[src/hdl/rtu_pkg.sv]
// shared constants, field layouts and state records of the rtu support logic
// assumes one 200 MHz processor-side clock and a 32768 Hz time base pin
package rtu_pkg;

  localparam int CLK_HZ         = 200_000_000;
  localparam int RTC_HZ         = 32768;
  localparam int BEAT_HZ        = 32;
  localparam int BEAT_EDGES     = RTC_HZ / BEAT_HZ;
  localparam int BEAT_CNT_W     = 10;
  localparam int WDOG_PULSE_CYC = 16;
  localparam int WAKE_HOLD_CYC  = 8;
  localparam int NV_RESTART_US  = 10;
  localparam int NV_RESTART_CYC = (NV_RESTART_US * (CLK_HZ / 1_000_000));

  // memory map: addr[25:20] picks the region
  localparam logic [5:0] REGION_RAM   = 6'h00;
  localparam logic [5:0] REGION_NVRAM = 6'h01;
  localparam logic [5:0] REGION_FLASH = 6'h3F;
  localparam int         FLASH_DEV_BIT = 19;

  // flash sector bases, byte offsets in the 1 Mbyte flash window
  localparam logic [19:0] SEC_PARAM0_BASE = 20'h04000;
  localparam logic [19:0] SEC_PARAM1_BASE = 20'h08000;
  localparam logic [19:0] SEC_MAIN96_BASE = 20'h0C000;
  localparam logic [19:0] SEC_MAIN1_BASE  = 20'h24000;
  localparam logic [19:0] SEC_MAIN2_BASE  = 20'h44000;
  localparam logic [19:0] SEC_MAIN3_BASE  = 20'h64000;
  localparam logic [19:0] SEC_EXT_BASE    = 20'h84000;

  localparam logic [2:0] SEC_BOOT   = 3'h0;
  localparam logic [2:0] SEC_PARAM0 = 3'h1;
  localparam logic [2:0] SEC_PARAM1 = 3'h2;
  localparam logic [2:0] SEC_MAIN96 = 3'h3;
  localparam logic [2:0] SEC_MAIN1  = 3'h4;
  localparam logic [2:0] SEC_MAIN2  = 3'h5;
  localparam logic [2:0] SEC_MAIN3  = 3'h6;
  localparam logic [2:0] SEC_EXT    = 3'h7;

  // analog mux: six field inputs, then reference and ground
  localparam int         NUM_AIN    = 6;
  localparam logic [2:0] MUX_REF_CH = 3'h6;
  localparam logic [2:0] MUX_GND_CH = 3'h7;

  typedef struct packed {
    logic [25:0] addr;
    logic        rd_n;
    logic        wr_n;
    logic        mem_io;
  } cpu_bus_t;

  typedef struct packed {
    logic       mem_rd_n;
    logic       mem_wr_n;
    logic       io_rd_n;
    logic       io_wr_n;
    logic [1:0] flash_cs_n;
    logic       ram_cs_n;
    logic       nvram_cs_n;
  } mem_strobe_t;

  localparam mem_strobe_t STROBE_IDLE = 8'hFF;

  typedef struct packed {
    logic cfg_change;
    logic power_fail;
  } nv_req_t;

  typedef struct packed {
    logic [7:0] sample_ticks;
    logic [7:0] stab_ticks;
  } adc_cfg_t;

  typedef struct packed {
    logic [2:0] sh;
    logic       lvl;
    logic       rise;
  } sync_t;

  typedef enum logic [3:0] {
    MX_WAIT  = 4'b0001,
    MX_POWER = 4'b0010,
    MX_START = 4'b0100,
    MX_CONV  = 4'b1000
  } mux_state_t;

  typedef struct packed {
    logic [BEAT_CNT_W-1:0] beat_cnt;
    logic                  hb_irq;
    logic                  clk_on;
    logic [3:0]            wake_hold;
    logic [31:0]           wd_cnt;
    logic [4:0]            rst_cnt;
    logic                  restart;
    logic [11:0]           nv_win;
    logic                  nv_block;
    logic                  boot_block;
    mem_strobe_t           strb;
    logic [31:0]           pcount;
    mux_state_t            mx;
    logic [2:0]            mux_sel;
    logic [7:0]            tick_cnt;
    logic [NUM_AIN-1:0]    pwr;
    logic                  adc_start;
  } top_state_t;

  function automatic logic [2:0] flash_sector(input logic [19:0] off);
    if (off < SEC_PARAM0_BASE) return SEC_BOOT;
    if (off < SEC_PARAM1_BASE) return SEC_PARAM0;
    if (off < SEC_MAIN96_BASE) return SEC_PARAM1;
    if (off < SEC_MAIN1_BASE)  return SEC_MAIN96;
    if (off < SEC_MAIN2_BASE)  return SEC_MAIN1;
    if (off < SEC_MAIN3_BASE)  return SEC_MAIN2;
    if (off < SEC_EXT_BASE)    return SEC_MAIN3;
    return SEC_EXT;
  endfunction

endpackage

[src/hdl/pin_sync.sv]
// three-stage synchroniser for one pin, with a settled level and rise pulse
// assumes the pin is asynchronous to clk
`timescale 1ns/1ps
`default_nettype none
module pin_sync
  import rtu_pkg::*;
(
  input  wire logic clk,
  input  wire logic rst,
  input  wire logic pin,
  output logic      level,
  output logic      rise
);
  sync_t s_r;
  sync_t s_nxt;

  always_comb begin
    s_nxt      = s_r;
    s_nxt.sh   = {s_r.sh[1:0], pin};
    s_nxt.rise = 1'b0;
    // second and third stage must agree before a change counts
    if (s_r.sh[1] == s_r.sh[2] && s_r.sh[2] != s_r.lvl) begin
      s_nxt.lvl  = s_r.sh[2];
      s_nxt.rise = s_r.sh[2];
    end
  end

  always_ff @(posedge clk) begin
    if (rst) begin
      s_r <= '0;
    end else begin
      s_r <= s_nxt;
    end
  end

  assign level = s_r.lvl;
  assign rise  = s_r.rise;
endmodule
`default_nettype wire

[src/hdl/mem_decode.sv]
// combinational decode of processor cycles into strobes and chip selects
// assumes the caller registers every output
`timescale 1ns/1ps
`default_nettype none
module mem_decode
  import rtu_pkg::*;
(
  input  wire cpu_bus_t cpu,
  input  wire logic     jumper_fitted,
  input  wire logic     nv_ok,
  output mem_strobe_t   strb,
  output logic          boot_block,
  output logic          nv_block
);
  always_comb begin
    strb       = STROBE_IDLE;
    boot_block = 1'b0;
    nv_block   = 1'b0;
    if (!cpu.mem_io) begin
      strb.io_rd_n = cpu.rd_n;
      strb.io_wr_n = cpu.wr_n;
    end else if (cpu.addr[25:20] == REGION_FLASH) begin
      strb.flash_cs_n[cpu.addr[FLASH_DEV_BIT]] = 1'b0;
      strb.mem_rd_n = cpu.rd_n;
      // erase and program both need a write cycle, so one guard covers them
      if (!cpu.wr_n && flash_sector(cpu.addr[19:0]) == SEC_BOOT && !jumper_fitted) begin
        boot_block = 1'b1;
      end else begin
        strb.mem_wr_n = cpu.wr_n;
      end
    end else if (cpu.addr[25:20] == REGION_RAM) begin
      strb.ram_cs_n = 1'b0;
      strb.mem_rd_n = cpu.rd_n;
      strb.mem_wr_n = cpu.wr_n;
    end else if (cpu.addr[25:20] == REGION_NVRAM) begin
      strb.nvram_cs_n = 1'b0;
      strb.mem_rd_n   = cpu.rd_n;
      if (nv_ok) begin
        strb.mem_wr_n = cpu.wr_n;
      end else begin
        nv_block = !cpu.wr_n;
      end
    end
  end
endmodule
`default_nettype wire

[src/hdl/rtu_support.sv]
// processor support logic: heartbeat, clock gate, watchdog, decode,
// write guards, pulse accumulator and analog mux sequencing
// assumes the processor bus and idle flag are on clk; pins are asynchronous
`timescale 1ns/1ps
`default_nettype none
// What this block does
// - raise the heartbeat interrupt 32 times a second from the time base
// - in power-save, stop the processor clock while idle, restart on wake
// - watchdog expiry restarts the processor from its entry point
// - every input pulse increments a counter readable without disturbing it
// - generate memory and io strobes plus one chip select per memory
// - flash decode knows boot, two parameter, one 96K and three 128K sectors
// - boot sector writes blocked unless the protect jumper is fitted
// - nvram writes allowed only on config change, power fail, or for a short window after reset or restart
// - step the analog mux through all channels at a software interval
// - the sequence includes a reference channel and a ground channel
// - in power-save, power the end device and wait before converting
module rtu_support
  import rtu_pkg::*;
#(
  parameter int WDOG_TIMEOUT_MS = 500
)
(
  input  wire logic     clk,
  input  wire logic     rst,
  input  wire cpu_bus_t cpu,
  input  wire logic     cpu_idle,
  input  wire logic     power_save_en,
  input  wire logic     heartbeat_ack,
  input  wire logic     wdog_kick,
  input  wire logic     rtc_clk_pin,
  input  wire logic     pulse_pin,
  input  wire logic     startup_sector_protect_jumper,
  input  wire nv_req_t  nv_req,
  input  wire adc_cfg_t adc_cfg,
  input  wire logic     adc_done,
  output logic          heartbeat_irq,
  output logic          cpu_clk_en,
  output logic          cpu_restart,
  output mem_strobe_t   strobes,
  output logic          boot_write_blocked,
  output logic          nvram_write_blocked,
  output logic [31:0]   pulse_count,
  output logic [2:0]    mux_sel,
  output logic [NUM_AIN-1:0] end_dev_pwr,
  output logic          adc_start
);
  localparam int unsigned WDOG_CYC = WDOG_TIMEOUT_MS * (CLK_HZ / 1000);

  top_state_t  st_r;
  top_state_t  st_nxt;
  logic        rtc_rise;
  logic        pulse_rise;
  logic        jumper_fitted;
  logic        tick;
  logic        nv_ok;
  logic        wd_expire;
  mem_strobe_t dec_strb;
  logic        dec_boot_block;
  logic        dec_nv_block;
  logic [7:0]  interval;

  pin_sync u_rtc_sync (
    .clk   (clk),
    .rst   (rst),
    .pin   (rtc_clk_pin),
    .level (),
    .rise  (rtc_rise)
  );

  pin_sync u_pulse_sync (
    .clk   (clk),
    .rst   (rst),
    .pin   (pulse_pin),
    .level (),
    .rise  (pulse_rise)
  );

  pin_sync u_jumper_sync (
    .clk   (clk),
    .rst   (rst),
    .pin   (startup_sector_protect_jumper),
    .level (jumper_fitted),
    .rise  ()
  );

  mem_decode u_decode (
    .cpu           (cpu),
    .jumper_fitted (jumper_fitted),
    .nv_ok         (nv_ok),
    .strb          (dec_strb),
    .boot_block    (dec_boot_block),
    .nv_block      (dec_nv_block)
  );

  assign tick      = rtc_rise && (st_r.beat_cnt == BEAT_CNT_W'(BEAT_EDGES - 1));
  assign nv_ok     = nv_req.cfg_change || nv_req.power_fail || (st_r.nv_win != '0);
  assign wd_expire = !st_r.restart && !wdog_kick && (st_r.wd_cnt == 32'(WDOG_CYC - 1));
  // zero interval would stall the scan, so it counts as one tick
  assign interval  = (adc_cfg.sample_ticks == 8'h00) ? 8'h01 : adc_cfg.sample_ticks;

  always_comb begin
    st_nxt = st_r;

    // heartbeat divider; a new beat wins over an acknowledge in the same cycle
    if (rtc_rise) begin
      st_nxt.beat_cnt = tick ? '0 : st_r.beat_cnt + 1'b1;
    end
    if (tick) begin
      st_nxt.hb_irq = 1'b1;
    end else if (heartbeat_ack) begin
      st_nxt.hb_irq = 1'b0;
    end

    // clock gate; the idle flag lags the wake, so it is ignored briefly
    if (st_r.wake_hold != '0) begin
      st_nxt.wake_hold = st_r.wake_hold - 1'b1;
    end
    // enable kept as a flop of its own so the pin needs no inverter
    if (!power_save_en) begin
      st_nxt.clk_on = 1'b1;
    end else if (tick) begin
      st_nxt.clk_on    = 1'b1;
      st_nxt.wake_hold = 4'(WAKE_HOLD_CYC);
    end else if (st_r.wake_hold == '0 && cpu_idle) begin
      st_nxt.clk_on = 1'b0;
    end

    // watchdog and restart pulse
    if (st_r.restart) begin
      st_nxt.wd_cnt  = '0;
      st_nxt.rst_cnt = st_r.rst_cnt - 1'b1;
      if (st_r.rst_cnt == 5'h01) begin
        st_nxt.restart = 1'b0;
        st_nxt.nv_win  = 12'(NV_RESTART_CYC);
      end
    end else if (wdog_kick) begin
      st_nxt.wd_cnt = '0;
    end else if (wd_expire) begin
      st_nxt.wd_cnt  = '0;
      st_nxt.restart = 1'b1;
      st_nxt.rst_cnt = 5'(WDOG_PULSE_CYC);
    end else begin
      st_nxt.wd_cnt = st_r.wd_cnt + 1'b1;
    end
    if (st_r.nv_win != '0 && !st_r.restart) begin
      st_nxt.nv_win = st_r.nv_win - 1'b1;
    end

    // decode results registered so every strobe leaves from a flop
    st_nxt.strb       = dec_strb;
    st_nxt.boot_block = dec_boot_block;
    st_nxt.nv_block   = dec_nv_block;

    // free-running count; reads never touch it
    if (pulse_rise) begin
      st_nxt.pcount = st_r.pcount + 1'b1;
    end

    // analog scan
    st_nxt.adc_start = 1'b0;
    if (!power_save_en) begin
      st_nxt.pwr = '1;
    end
    unique case (st_r.mx)
      MX_WAIT: begin
        if (tick) begin
          if (st_r.tick_cnt + 8'h01 >= interval) begin
            st_nxt.tick_cnt = '0;
            if (power_save_en && st_r.mux_sel < 3'(NUM_AIN)) begin
              st_nxt.pwr = NUM_AIN'(1) << st_r.mux_sel;
              st_nxt.mx  = MX_POWER;
            end else begin
              st_nxt.mx = MX_START;
            end
          end else begin
            st_nxt.tick_cnt = st_r.tick_cnt + 1'b1;
          end
        end
      end
      MX_POWER: begin
        // settle time counted in heartbeat periods
        if (st_r.tick_cnt >= adc_cfg.stab_ticks) begin
          st_nxt.tick_cnt = '0;
          st_nxt.mx       = MX_START;
        end else if (tick) begin
          st_nxt.tick_cnt = st_r.tick_cnt + 1'b1;
        end
      end
      MX_START: begin
        st_nxt.adc_start = 1'b1;
        st_nxt.mx        = MX_CONV;
      end
      MX_CONV: begin
        if (adc_done) begin
          // channels 6 and 7 carry the reference and ground readings
          st_nxt.mux_sel = (st_r.mux_sel == MUX_GND_CH) ? 3'h0 : st_r.mux_sel + 1'b1;
          if (power_save_en) begin
            st_nxt.pwr = '0;
          end
          st_nxt.mx = MX_WAIT;
        end
      end
    endcase
  end

  always_ff @(posedge clk) begin
    if (rst) begin
      st_r        <= '0;
      st_r.strb   <= STROBE_IDLE;
      st_r.mx     <= MX_WAIT;
      st_r.pwr    <= '1;
      st_r.clk_on <= 1'b1;
      st_r.nv_win <= 12'(NV_RESTART_CYC);
    end else begin
      st_r <= st_nxt;
    end
  end

  assign heartbeat_irq       = st_r.hb_irq;
  assign cpu_clk_en          = st_r.clk_on;
  assign cpu_restart         = st_r.restart;
  assign strobes             = st_r.strb;
  assign boot_write_blocked  = st_r.boot_block;
  assign nvram_write_blocked = st_r.nv_block;
  assign pulse_count         = st_r.pcount;
  assign mux_sel             = st_r.mux_sel;
  assign end_dev_pwr         = st_r.pwr;
  assign adc_start           = st_r.adc_start;
endmodule
`default_nettype wire

[config.mk]
export PLATFORM = sky130hd
export DESIGN_NAME = rtu_support
export DESIGN_NICKNAME = d
export VERILOG_FILES = /design/src/hdl/rtu_pkg.sv /design/src/hdl/pin_sync.sv /design/src/hdl/mem_decode.sv /design/src/hdl/rtu_support.sv
export SDC_FILE = /design/constraint.sdc
export NUM_CORES = 1
export LEC_CHECK = 0
export ABC_AREA = 1
export BUFFER_PORTS_ARGS = -buffer_cell sky130_fd_sc_hd__buf_2
export CORE_UTILIZATION = 45
export CTS_CLUSTER_SIZE = 12
export DETAILED_ROUTE_END_ITERATION = 6
export PLACE_DENSITY_LB_ADDON = 0.05
export SLEW_MARGIN = 20
export SYNTH_ARGS = -nofsm -noshare
export SYNTH_HDL_FRONTEND = slang
export SYNTH_HIERARCHICAL = 1
export SYNTH_SLANG_ARGS = --single-unit
export TNS_END_PERCENT = 5
[constraint.sdc]
create_clock -name clk -period 2.7 [get_ports clk]
set_input_delay 0 -clock clk [delete_from_list [all_inputs] [get_ports clk]]
set_output_delay 0 -clock clk [all_outputs]
set_load 0.1 [all_outputs]
==> impl_results.md, run 1 <==
* Outcome: completed
* Drt initial violations at between 300 and 400
* Overall via count from detail_route at slightly above 7,000
* Unrepaired setup endpoints after global routing: no
* CP arrival at between 2 and 3 ns
* Initial core utilization at about 46%
* HPWL Detailed at roughly 13,000 µm
* Net count after synthesis at between 1,000 and 1,500
* Post-detailed-routing wire length at about 18,000 µm
* Layout Utilization at between 50% and 60%
* Worst hold endpoint: nvram_write_blocked
* Path type of the worst min-delay path: input pin to register
* Antenna-violating nets left at 0
* Total standard cell area after synthesis at roughly 8100 µm²
* Setup Viol. Count Final at 0
* Worst Setup Start Kind: register
* Leak pwr at approximately 4.2 nW
* Post-CTS setup buffer count at 0
* Hold violation count in the final report at 0
* Setup skew after layout at a little under 0.009 ns
* Cell area after placement at roughly 8400 µm²
* Worst reg2reg path depth at 12
* Worst Hold Slack at roughly 0.044 ns
* Critical hold path startpoint: nv_req[1]
* Core region area at about 17,000 µm²
* Post-route cell area at 9290 µm²
* Clock tree from TritonCTS: built
* Antenna diode instance count at 0
* Post-Syn Instances at between 1,000 and 1,500
* Number of synthesis warnings at 6
* Worst Hold Depth at 8
* Post-route fraction of the period consumed by the critical path at between 80% and 90%
* Number of global-route vias before repair at roughly 6,600
* Final sum of negative setup slack at 0 ns
* Vertical die dimension at about 140 µm
* Clock tree root buffer cell: sky130_fd_sc_hd__clkbuf_16
* Area Growth Syn to Fin at 15.3%
* GP Congestion at 0.847
* Detailed-routing iteration count for the pre-antenna-repair pass at 4
* Clk slew on worst S/H paths at approximately 0.060 ns
* Largest voltage drop on the vdd net at about 460 µV
* Core Rows at 48
* First-pass GRT wire length at 30,200 µm
* Top fanout value on the critical path at 9
* Global router's overall resource usage at 20.5%
* DRC violation count after routing at 0
* Max Root-Sink Buffers at 2
* Max-slew violation count at 0
* Crit Path Category: register to register
* Latest clock arrival within the worst-skew pair at approximately 0.42 ns
* Required time at the endpoint of the critical path at about 3 ns
* Maximum capacitance violations at 0
* DR WL/cell at roughly 12 µm
* Transition time at the pin with the least slew margin at approximately 0.53 ns
* Number of antenna violations at the first check in global routing at 0
* Fraction of layout instances using a drive strength above 1 at 14.3%
* Total CTS buffers at 17
* GRT overflow at 0
* Die Wd at between 100 and 150 µm
* Gates resized, CTS repair at 0
* Area enclosed by the die boundary at 18,400 µm²
* Max H-tree Level at 4
* Mean number of vias per cell at roughly 4.8
* Port Buffers at 97
* Highest Clock Rate at 417 MHz
* Final net count at around 1,300
* Endpoint of the worst register-to-register path: end_dev_pwr[1]
* Total power density per cell area at about 610 nW/µm²
* Worst R2R Start: st_r[7]
* Maximum number of pins on one net before global-route repair at 33
* Headroom to the max-slew limit at around 64%
* Syn_area_per_cell at a little under 7 µm²
* Tmin final at around 2.4 ns
* IO Pins at between 100 and 150
* Clock Sinks at 144
* Kind of end point of the critical path: register
* Hold_buf cts at 21
* Worst reg-to-reg setup slack at around 0.3 ns
## critical path, cell delays in order (launching register included)
cell and delay (ns):
sky130_fd_sc_hd__dfxtp_1 0.41, sky130_fd_sc_hd__nand3_1 0.17, sky130_fd_sc_hd__nor3_1 0.22, sky130_fd_sc_hd__nand2_1 0.09
sky130_fd_sc_hd__xor2_1 0.15, sky130_fd_sc_hd__inv_1 0.07, sky130_fd_sc_hd__ha_1 0.29, sky130_fd_sc_hd__nand2_1 0.07
sky130_fd_sc_hd__o21a_1 0.19, sky130_fd_sc_hd__nand2_1 0.13, sky130_fd_sc_hd__nand3_2 0.19, sky130_fd_sc_hd__o211ai_1 0.23
sky130_fd_sc_hd__nand2_1 0.06
## how the worst max path moves through the flow
stage | from | endpoint | slack [ns] | depth (start not counted)
after global placement | st_r[7] | end_dev_pwr[3] | 0.35 | 12
after floorplan | st_r[7] | end_dev_pwr[0] | 0.63 | 12
after CTS | st_r[7] | end_dev_pwr[1] | 0.29 | 12
after global routing | st_r[7] | end_dev_pwr[1] | 0.005 | 13
after detailed placement | st_r[7] | end_dev_pwr[1] | 0.32 | 12
final | st_r[7] | end_dev_pwr[1] | 0.30 | 12
## registers in the layout, indices dropped and copies added (netlist names), 2 cells and up
name and cells:
mux_sel 3, pulse_count 32, u_jumper_sync/s_nxt 2, st_r 75
u_rtc_sync/s_nxt 2, strobes 8, end_dev_pwr 6, u_pulse_sync/s_nxt 2
## area by class of cell
type | instances | area (µm²)
fill | 1824 | 8130
multi-input combinational | 805 | 4080
clock inverter | 10 | 206
inverter | 170 | 638
clock buffer | 22 | 464
tap | 225 | 282
sequential | 144 | 2880
timing repair buffer | 123 | 733
## where the power goes
part	leakage, nW	internal, mW	total [mW]	switching (mW)
Combinational	2.68	0.226	0.747	0.521
Clock	0.324	1.78	2.70	0.914
Sequential	1.17	2.21	2.26	0.0520
Total	4.17	4.21	5.70	1.49
## layer usage
metal / global-route usage, % / routed length, µm
met4: 6.74 / 255
met3: 4.71 / 572
met5: 0 / 0
met2: 33.6 / 8200
met1: 26.4 / 8950
## placed cells by master, fill, tap and decap left out, drive strengths merged, types with 18 or more instances in the layout
cell type,count
a21oi,62
nand2,260
xor2,22
clkbuf,22
ha,31
dfxtp,144
o21ai,31
nor3,40
nand4,20
or2,18
nor2,205
buf,102
nand3,68
inv,169
dlygate4sd3,21
## metrics by stage
stage / setup slack, ns / cells / power (mW)
after floorplan: 0.627 / 1183 / 2.90
after global placement: 0.352 / 1446 / 3.03
after detailed placement: 0.315 / 1446 / 3.04
after CTS: 0.292 / 1499 / 5.77
after global routing: 0.00471 / 1499 / 5.95
final: 0.303 / 1499 / 5.70
No activity file was read; power rests on OpenSTA's default activity.
==> inputs of run 2 (changes only) <==
Settings changed: ABC_AREA 1 to 0.
==> run 2 against run 1 <==
  * Die area is 10% lower
  * Synthesized cell count is 30% lower
  * Clock skew is 0.0026 ns lower
  * Via count is 22% lower
  * Worst hold slack worse by 0.016 ns
  * Cell area is 9.6% lower
  * First-iteration DRC count is 36% lower
  * Power is 12% lower
  * Sequential cell count stayed put
  * Global-route usage is 1.4 points lower
  * Combinational power is 47% lower
  * Highest routed layer unchanged
  * Worst setup slack worse by 0.13 ns
==> impl_results.md, run 2 <==
* Outcome: completed
* Setup Viol. Count Final at 0
* Post-route fraction of the period consumed by the critical path at between 90% and 100%
* Worst Hold Depth at 5
* Post-detailed-routing wire length at 14,900 µm
* Layout Utilization at a little over half
* IO Pins at approximately 110
* Top fanout value on the critical path at 5
* Cell area after placement at roughly 7600 µm²
* Worst reg2reg path depth at 11
* GRT overflow at 0
* Endpoint of the worst register-to-register path: end_dev_pwr[5]
* Die Wd at between 100 and 150 µm
* DR WL met3 at roughly 630 µm
* Post-placement worst setup slack at -0.0221 ns
* Leak pwr at roughly 3.4 nW
* Post-route cell area at 8400 µm²
* Net Sw Frac at between 20% and 30%
* Clock Sinks at between 100 and 150
* Total power density per cell area at ~600 nW/µm²
* DR WL/cell at between 10 and 15 µm
* Latest clock arrival within the worst-skew pair at approximately 0.42 ns
* Setup skew after layout at slightly above 0.006 ns
* Highest routing layer actually used: met4
* Worst Hold Slack at between 0.02 and 0.03 ns
* Most repeated library cell on the critical path: sky130_fd_sc_hd__a21oi_2
* Area enclosed by the die boundary at roughly 17,000 µm²
* First-pass GRT wire length at between 20,000 and 25,000 µm
* Crit-path max cell delay at 0.38 ns
* Core Rows at 45
* DRC violation count after routing at 0
* Number of antenna violations at the first check in global routing at 0
* Worst-case setup margin in the final layout at between 0.15 and 0.2 ns
* HPWL Detailed at approximately 11,000 µm
* Max FFs per register at between 70 and 80
* Final net count at roughly 990
* Critical path, cell by cell: and3_1 -> nand3_2 -> or2_2 -> nand2_1 -> ha_1 -> a21oi_2 -> o21ai_1 -> a21oi_2 -> nor3_2 -> a211o_2 -> o221a_2
* Clk slew on worst S/H paths at roughly 0.060 ns
* Final non-filler cell total at 1,124
* Post-CTS setup buffer count at 0
* Leading cell type in the layout, fill and taps excluded: sky130_fd_sc_hd__dfxtp_1
* Clock tree root buffer cell: sky130_fd_sc_hd__clkbuf_16
* Wire length on met1 at 7300 µm
* Clock tree from TritonCTS: built
* Number of global-route vias before repair at around 5,300
* Max H-tree Level at 4
* Initial core utilization at between 40% and 50%
* Antenna-violating nets left at 0
* Total standard cell area after synthesis at about 7200 µm²
* Worst R2R Start: st_r[11]
* Number of instances in the placed design at about 1,100
* Post-Syn Instances at between 800 and 900
* Max Root-Sink Buffers at 2
* Number of synthesis warnings at 6
* Buffer and inverter count on the worst path at 0
* Port Buffers at 97
* Tmin final at ~2.5 ns
* Area Growth Syn to Fin at 16.4%
* CP arrival at 2.84 ns
* Mean number of vias per cell at 5.01
* Required time at the endpoint of the critical path at ~3 ns
* Maximum number of pins on one net before global-route repair at 49
* Transition time at the pin with the least slew margin at ~0.54 ns
* Total CTS buffers at 17
* Sequential power share at between 40% and 50%
* Vertical die dimension at 129 µm
* Top reg by flops: st_r
* Core region area at 15,400 µm²
* Global router's overall resource usage at 19.1%
* Net count after synthesis at ~910
* Critical hold path startpoint: cpu[25]
* Met2 WL at ~6700 µm
* Detailed-routing iteration count for the pre-antenna-repair pass at 4
* Worst reg-to-reg setup slack at approximately 0.17 ns
* Slowest stage cell on the critical path: sky130_fd_sc_hd__a211o_2
* Switching power at ~1.1 mW
* Hold violation count in the final report at 0
* Fraction of layout instances using a drive strength above 1 at around a fifth
* Max-slew violation count at 0
* Maximum capacitance violations at 0
* Highest Clock Rate at a little under 400 MHz
* Overall via count from detail_route at around 5,600
* Path type of the worst min-delay path: input pin to register
* Design internal power at around 3.9 mW
* Crit Path Category: register to register
* Power share of the clock group at 48.1%
* GP Congestion at around 0.82
* Worst hold endpoint: strobes[0]
* Family with the most delay on the worst path: compound AO/OA/AOI/OAI gates
* Worst Setup Start Kind: register
* Headroom to the max-slew limit at 64.1%
* Drt initial violations at about 210
* Kind of end point of the critical path: register
* Largest voltage drop on the vdd net at ~420 µV
* Relative contribution of combinational cells to total power at ~7.8%
* Syn_area_per_cell at ~8.7 µm²
* Antenna diode instance count at 0
* Commonest cells after routing, fill and taps aside: 142 x sky130_fd_sc_hd__dfxtp_1, 111 x sky130_fd_sc_hd__nor2_1, 97 x sky130_fd_sc_hd__buf_2
==> run 2: cell types whose count changed in the layout (fill, tap and decap cells not counted), moves of 10 or more <==
cell                       change
sky130_fd_sc_hd__nor2_2       -10
sky130_fd_sc_hd__nand2b_1     +15
sky130_fd_sc_hd__inv_1       -127
sky130_fd_sc_hd__nand3_1      -27
sky130_fd_sc_hd__nor2_1       -79
sky130_fd_sc_hd__xor2_1       +16
sky130_fd_sc_hd__nor3_1       -13
sky130_fd_sc_hd__nor2b_1      +12
sky130_fd_sc_hd__xnor2_1      +23
sky130_fd_sc_hd__a21oi_1      -26
sky130_fd_sc_hd__o21ai_0      -16
sky130_fd_sc_hd__nand2_1     -193
==> run 2: how the worst max path moves through the flow <==
| stage | startpoint | end | slack, ns | depth (start not counted) |
|---|---|---|---|---|
| global placement | st_r[7] | end_dev_pwr[0] | 0.07 | 11 |
| global route | st_r[11] | st_r[10] | -0.001 | 11 |
| finish | st_r[11] | end_dev_pwr[5] | 0.17 | 11 |
| detailed placement | st_r[7] | end_dev_pwr[5] | -0.02 | 11 |
| floorplan | st_r[7] | end_dev_pwr[0] | 0.20 | 11 |
| CTS | st_r[7] | st_r[10] | 0.01 | 11 |
==> run 2: routing by layer <==
metal | up-vias | track usage (%)
met5 | - | 0
met4 | 0 | 7.54
met2 | 115 | 32.0
li1 | 2926 | -
met1 | 2571 | 24.0
met3 | 19 | 4.03
==> run 2: power groups by stage <==
stage | Clock, mW | Combinational [mW] | Sequential [mW]
5_1_grt | 2.58 | 0.446 | 2.23
3_3_place_gp | 0 | 0.360 | 2.26
4_1_cts | 2.48 | 0.394 | 2.22
6_report | 2.43 | 0.395 | 2.22
3_5_place_dp | 0 | 0.372 | 2.27
2_1_floorplan | 0 | 0.258 | 2.27
==> run 2: layout make-up <==
type	instances	area [µm²]
multi-input combinational	575	3760
sequential	144	2890
inverter	40	150
clock buffer	23	488
tap	211	264
timing repair buffer	122	728
fill	1433	7030
clock inverter	9	129
==> run 2: repair_timing <==
item / in CTS / in global routing
endpoints found under the hold margin: 21 / 0
gates resized for setup: 1 / 10
hold buffers: 17 / 0
endpoints found under the setup margin: 5 / 14
pin swaps: 0 / 2
==> run 2: worst register-to-register path, delay by kind of cell (launching register included) <==
kind | cells | cell delay, ns
AOI/OAI and AO/OA | 5 | 1.09
DFF | 1 | 0.33
and+or+nand+nor | 5 | 0.74
adders and majority gates | 1 | 0.25
==> run 2: per-stage QoR <==
step                      power (mW)  setup TNS [ns]
final                           5.04               0
after global routing            5.25        -0.00110
after CTS                       5.10               0
after detailed placement        2.64         -0.0599
after global placement          2.62               0
after floorplan                 2.53               0
==> inputs of run 3 (changes only) <==
Settings changed: REMOVE_ABC_BUFFERS set to 1.
==> run 3 against run 2 <==
  * Routed wire length down 2.8%
  * Power down 4.3%
  * Sequential cell count unchanged
  * Cell area down 0.45%
  * Die area unchanged
  * Clock skew about the same
  * Register-to-register slack worse by 0.03 ns
  * Non-clock buffer count down 1
  * Worst setup slack worse by 0.025 ns
  * Utilization down 0.24 points
  * Critical path depth down 1
  * Critical endpoint is now st_r[10]
  * Largest cell class unchanged
  * Highest routed layer unchanged
==> impl_results.md, run 3 (synthesis results as in run 2) <==
* DRC violation count after routing at 0
* Crit Path Category: register to register
* Clock Sinks at ~140
* Transition time at the pin with the least slew margin at around 0.57 ns
* Final sum of negative setup slack at 0 ns
* Number of antenna violations at the first check in global routing at 0
* Area enclosed by the die boundary at ~17,000 µm²
* Max Root-Sink Buffers at 2
* Largest voltage drop on the vdd net at 428 µV
* Top reg by flops: st_r
* Leak pwr at between 3 and 4 nW
* Buffer and inverter count on the worst path at 0
* Port Buffers at 97
* Tmin final at roughly 2.6 ns
* Worst Setup Start Kind: register
* Number of global-route vias before repair at 5,454
* Setup skew after layout at 0.00595 ns
* Drt initial violations at 174
* Max H-tree Level at 4
* Maximum number of pins on one net before global-route repair at 34
* IO Pins at approximately 110
* GRT overflow at 0
* Crit-path max cell delay at about 0.37 ns
* Final non-filler cell total at ~1,100
* Top fanout value on the critical path at 8
* Commonest cells after routing, fill and taps aside: 142 x sky130_fd_sc_hd__dfxtp_1, 110 x sky130_fd_sc_hd__nor2_1, 97 x sky130_fd_sc_hd__buf_2
* Kind of end point of the critical path: register
* Post-detailed-routing wire length at 14,500 µm
* Required time at the endpoint of the critical path at between 3 and 4 ns
* Number of instances in the placed design at approximately 1,100
* DR WL/cell at about 13 µm
* Core region area at between 15,000 and 20,000 µm²
* HPWL Detailed at 10,800 µm
* Family with the most delay on the worst path: compound AO/OA/AOI/OAI gates
* Headroom to the max-slew limit at 62.1%
* Final net count at approximately 990
* Total power density per cell area at a little under 600 nW/µm²
* Global router's overall resource usage at between 10% and 20%
* Initial core utilization at 46.8%
* Area Growth Syn to Fin at 15.8%
* Total CTS buffers at 17
* Latest clock arrival within the worst-skew pair at approximately 0.42 ns
* GP Congestion at 0.812
* Count of filler cells inserted in the layout at about 1,500
* Fraction of layout instances using a drive strength above 1 at a little over a fifth
* Critical path, cell by cell: ha_1 -> nand2b_1 -> nand2_1 -> ha_1 -> a211oi_1 -> o21ai_0 -> a211o_1 -> a211o_4 -> nand2b_1 -> a21bo_1
* Multi-input logic area at approximately 3800 µm²
* Detailed-routing iteration count for the pre-antenna-repair pass at 4
* Max-slew violation count at 0
* Clock tree root buffer cell: sky130_fd_sc_hd__clkbuf_16
* Antenna-violating nets left at 0
* Max FFs per register at 75
* Register cell area after layout at approximately 2900 µm²
* Maximum capacitance violations at 0
* Highest Clock Rate at between 300 and 400 MHz
* Path type of the worst min-delay path: input pin to register
* Overall via count from detail_route at around 5,600
* Setup Viol. Count Final at 0
* Antenna diode instance count at 0
* Clock tree from TritonCTS: built
* Leading cell type in the layout, fill and taps excluded: sky130_fd_sc_hd__dfxtp_1
* First-pass GRT wire length at 24,600 µm
* Die Wd at between 100 and 150 µm
* CP arrival at approximately 2.9 ns
* Vertical die dimension at 129 µm
* Slowest stage cell on the critical path: sky130_fd_sc_hd__a211o_4
* Core Rows at 45
* Hold violation count in the final report at 0
* Clk slew on worst S/H paths at 0.06 ns
* Mean number of vias per cell at 5.01
* Post-route fraction of the period consumed by the critical path at ~95%
* Outcome: completed
[run 3: layout make-up]
type | count | share of cell area, %
clock buffers | 17 | 5.09
flip-flops and latches | 144 | 34.6
inverters | 40 | 1.80
multi-input cells | 575 | 45.1
repair buffers | 121 | 8.65
clock inverters | 15 | 1.63
well taps | 211 | 3.16
[run 3: worst paths after layout]
kind / startpoint / endpoint / slack (ns) / depth (start not counted)
setup / recovery: st_r[7] / st_r[10] / 0.14 / 10
hold / removal: cpu[25] / strobes[1] / 0.02 / 5
setup reg to reg: st_r[7] / st_r[10] / 0.14 / 10
hold reg to reg: u_rtc_sync/s_nxt[3] / u_rtc_sync/s_nxt[4] / 0.43 / 1
[run 3: what timing repair did]
action,CTS,global route
pin swaps,0,3
gates resized for setup,3,11
setup endpoints to repair,8,14
setup buffers,0,1
endpoints found under the hold margin,21,0
hold buffers,18,0
[run 3: layer usage]
layer / track usage, % / up-vias / share of wire (%)
met5: 0 / - / 0
met4: 7.06 / 0 / 1.6
met3: 3.78 / 19 / 2.3
met2: 31.5 / 67 / 48
met1: 23.0 / 2618 / 48
li1: - / 2919 / -
[run 3: worst min-delay path, cell delays in order]
cell	delay [ns]
sky130_fd_sc_hd__buf_2	0.09
sky130_fd_sc_hd__or4_4	0.12
sky130_fd_sc_hd__nor2_4	0.04
sky130_fd_sc_hd__nand3b_1	0.07
sky130_fd_sc_hd__or2_2	0.10
[run 3: stage by stage]
step	area, µm²	setup WS (ns)	total power, mW	util (%)	hold WS, ns
floorplan	6760	0.0938	2.51	-	0.0643
global placement	7560	0.0564	2.62	49.0	0.211
detailed placement	7560	-0.0399	2.63	49.0	0.215
CTS	8320	0.00173	4.88	53.9	0.00659
global route	8360	-0.00921	5.02	54.2	0.0307
finish	8360	0.143	4.82	54.2	0.0246
[run 3: power by group]
| part | internal [mW] | switching, mW | total [mW] |
|---|---|---|---|
| Combinational | 0.169 | 0.219 | 0.388 |
| Clock | 1.27 | 0.945 | 2.22 |
| Sequential | 2.17 | 0.0434 | 2.22 |
| Total | 3.62 | 1.21 | 4.82 |
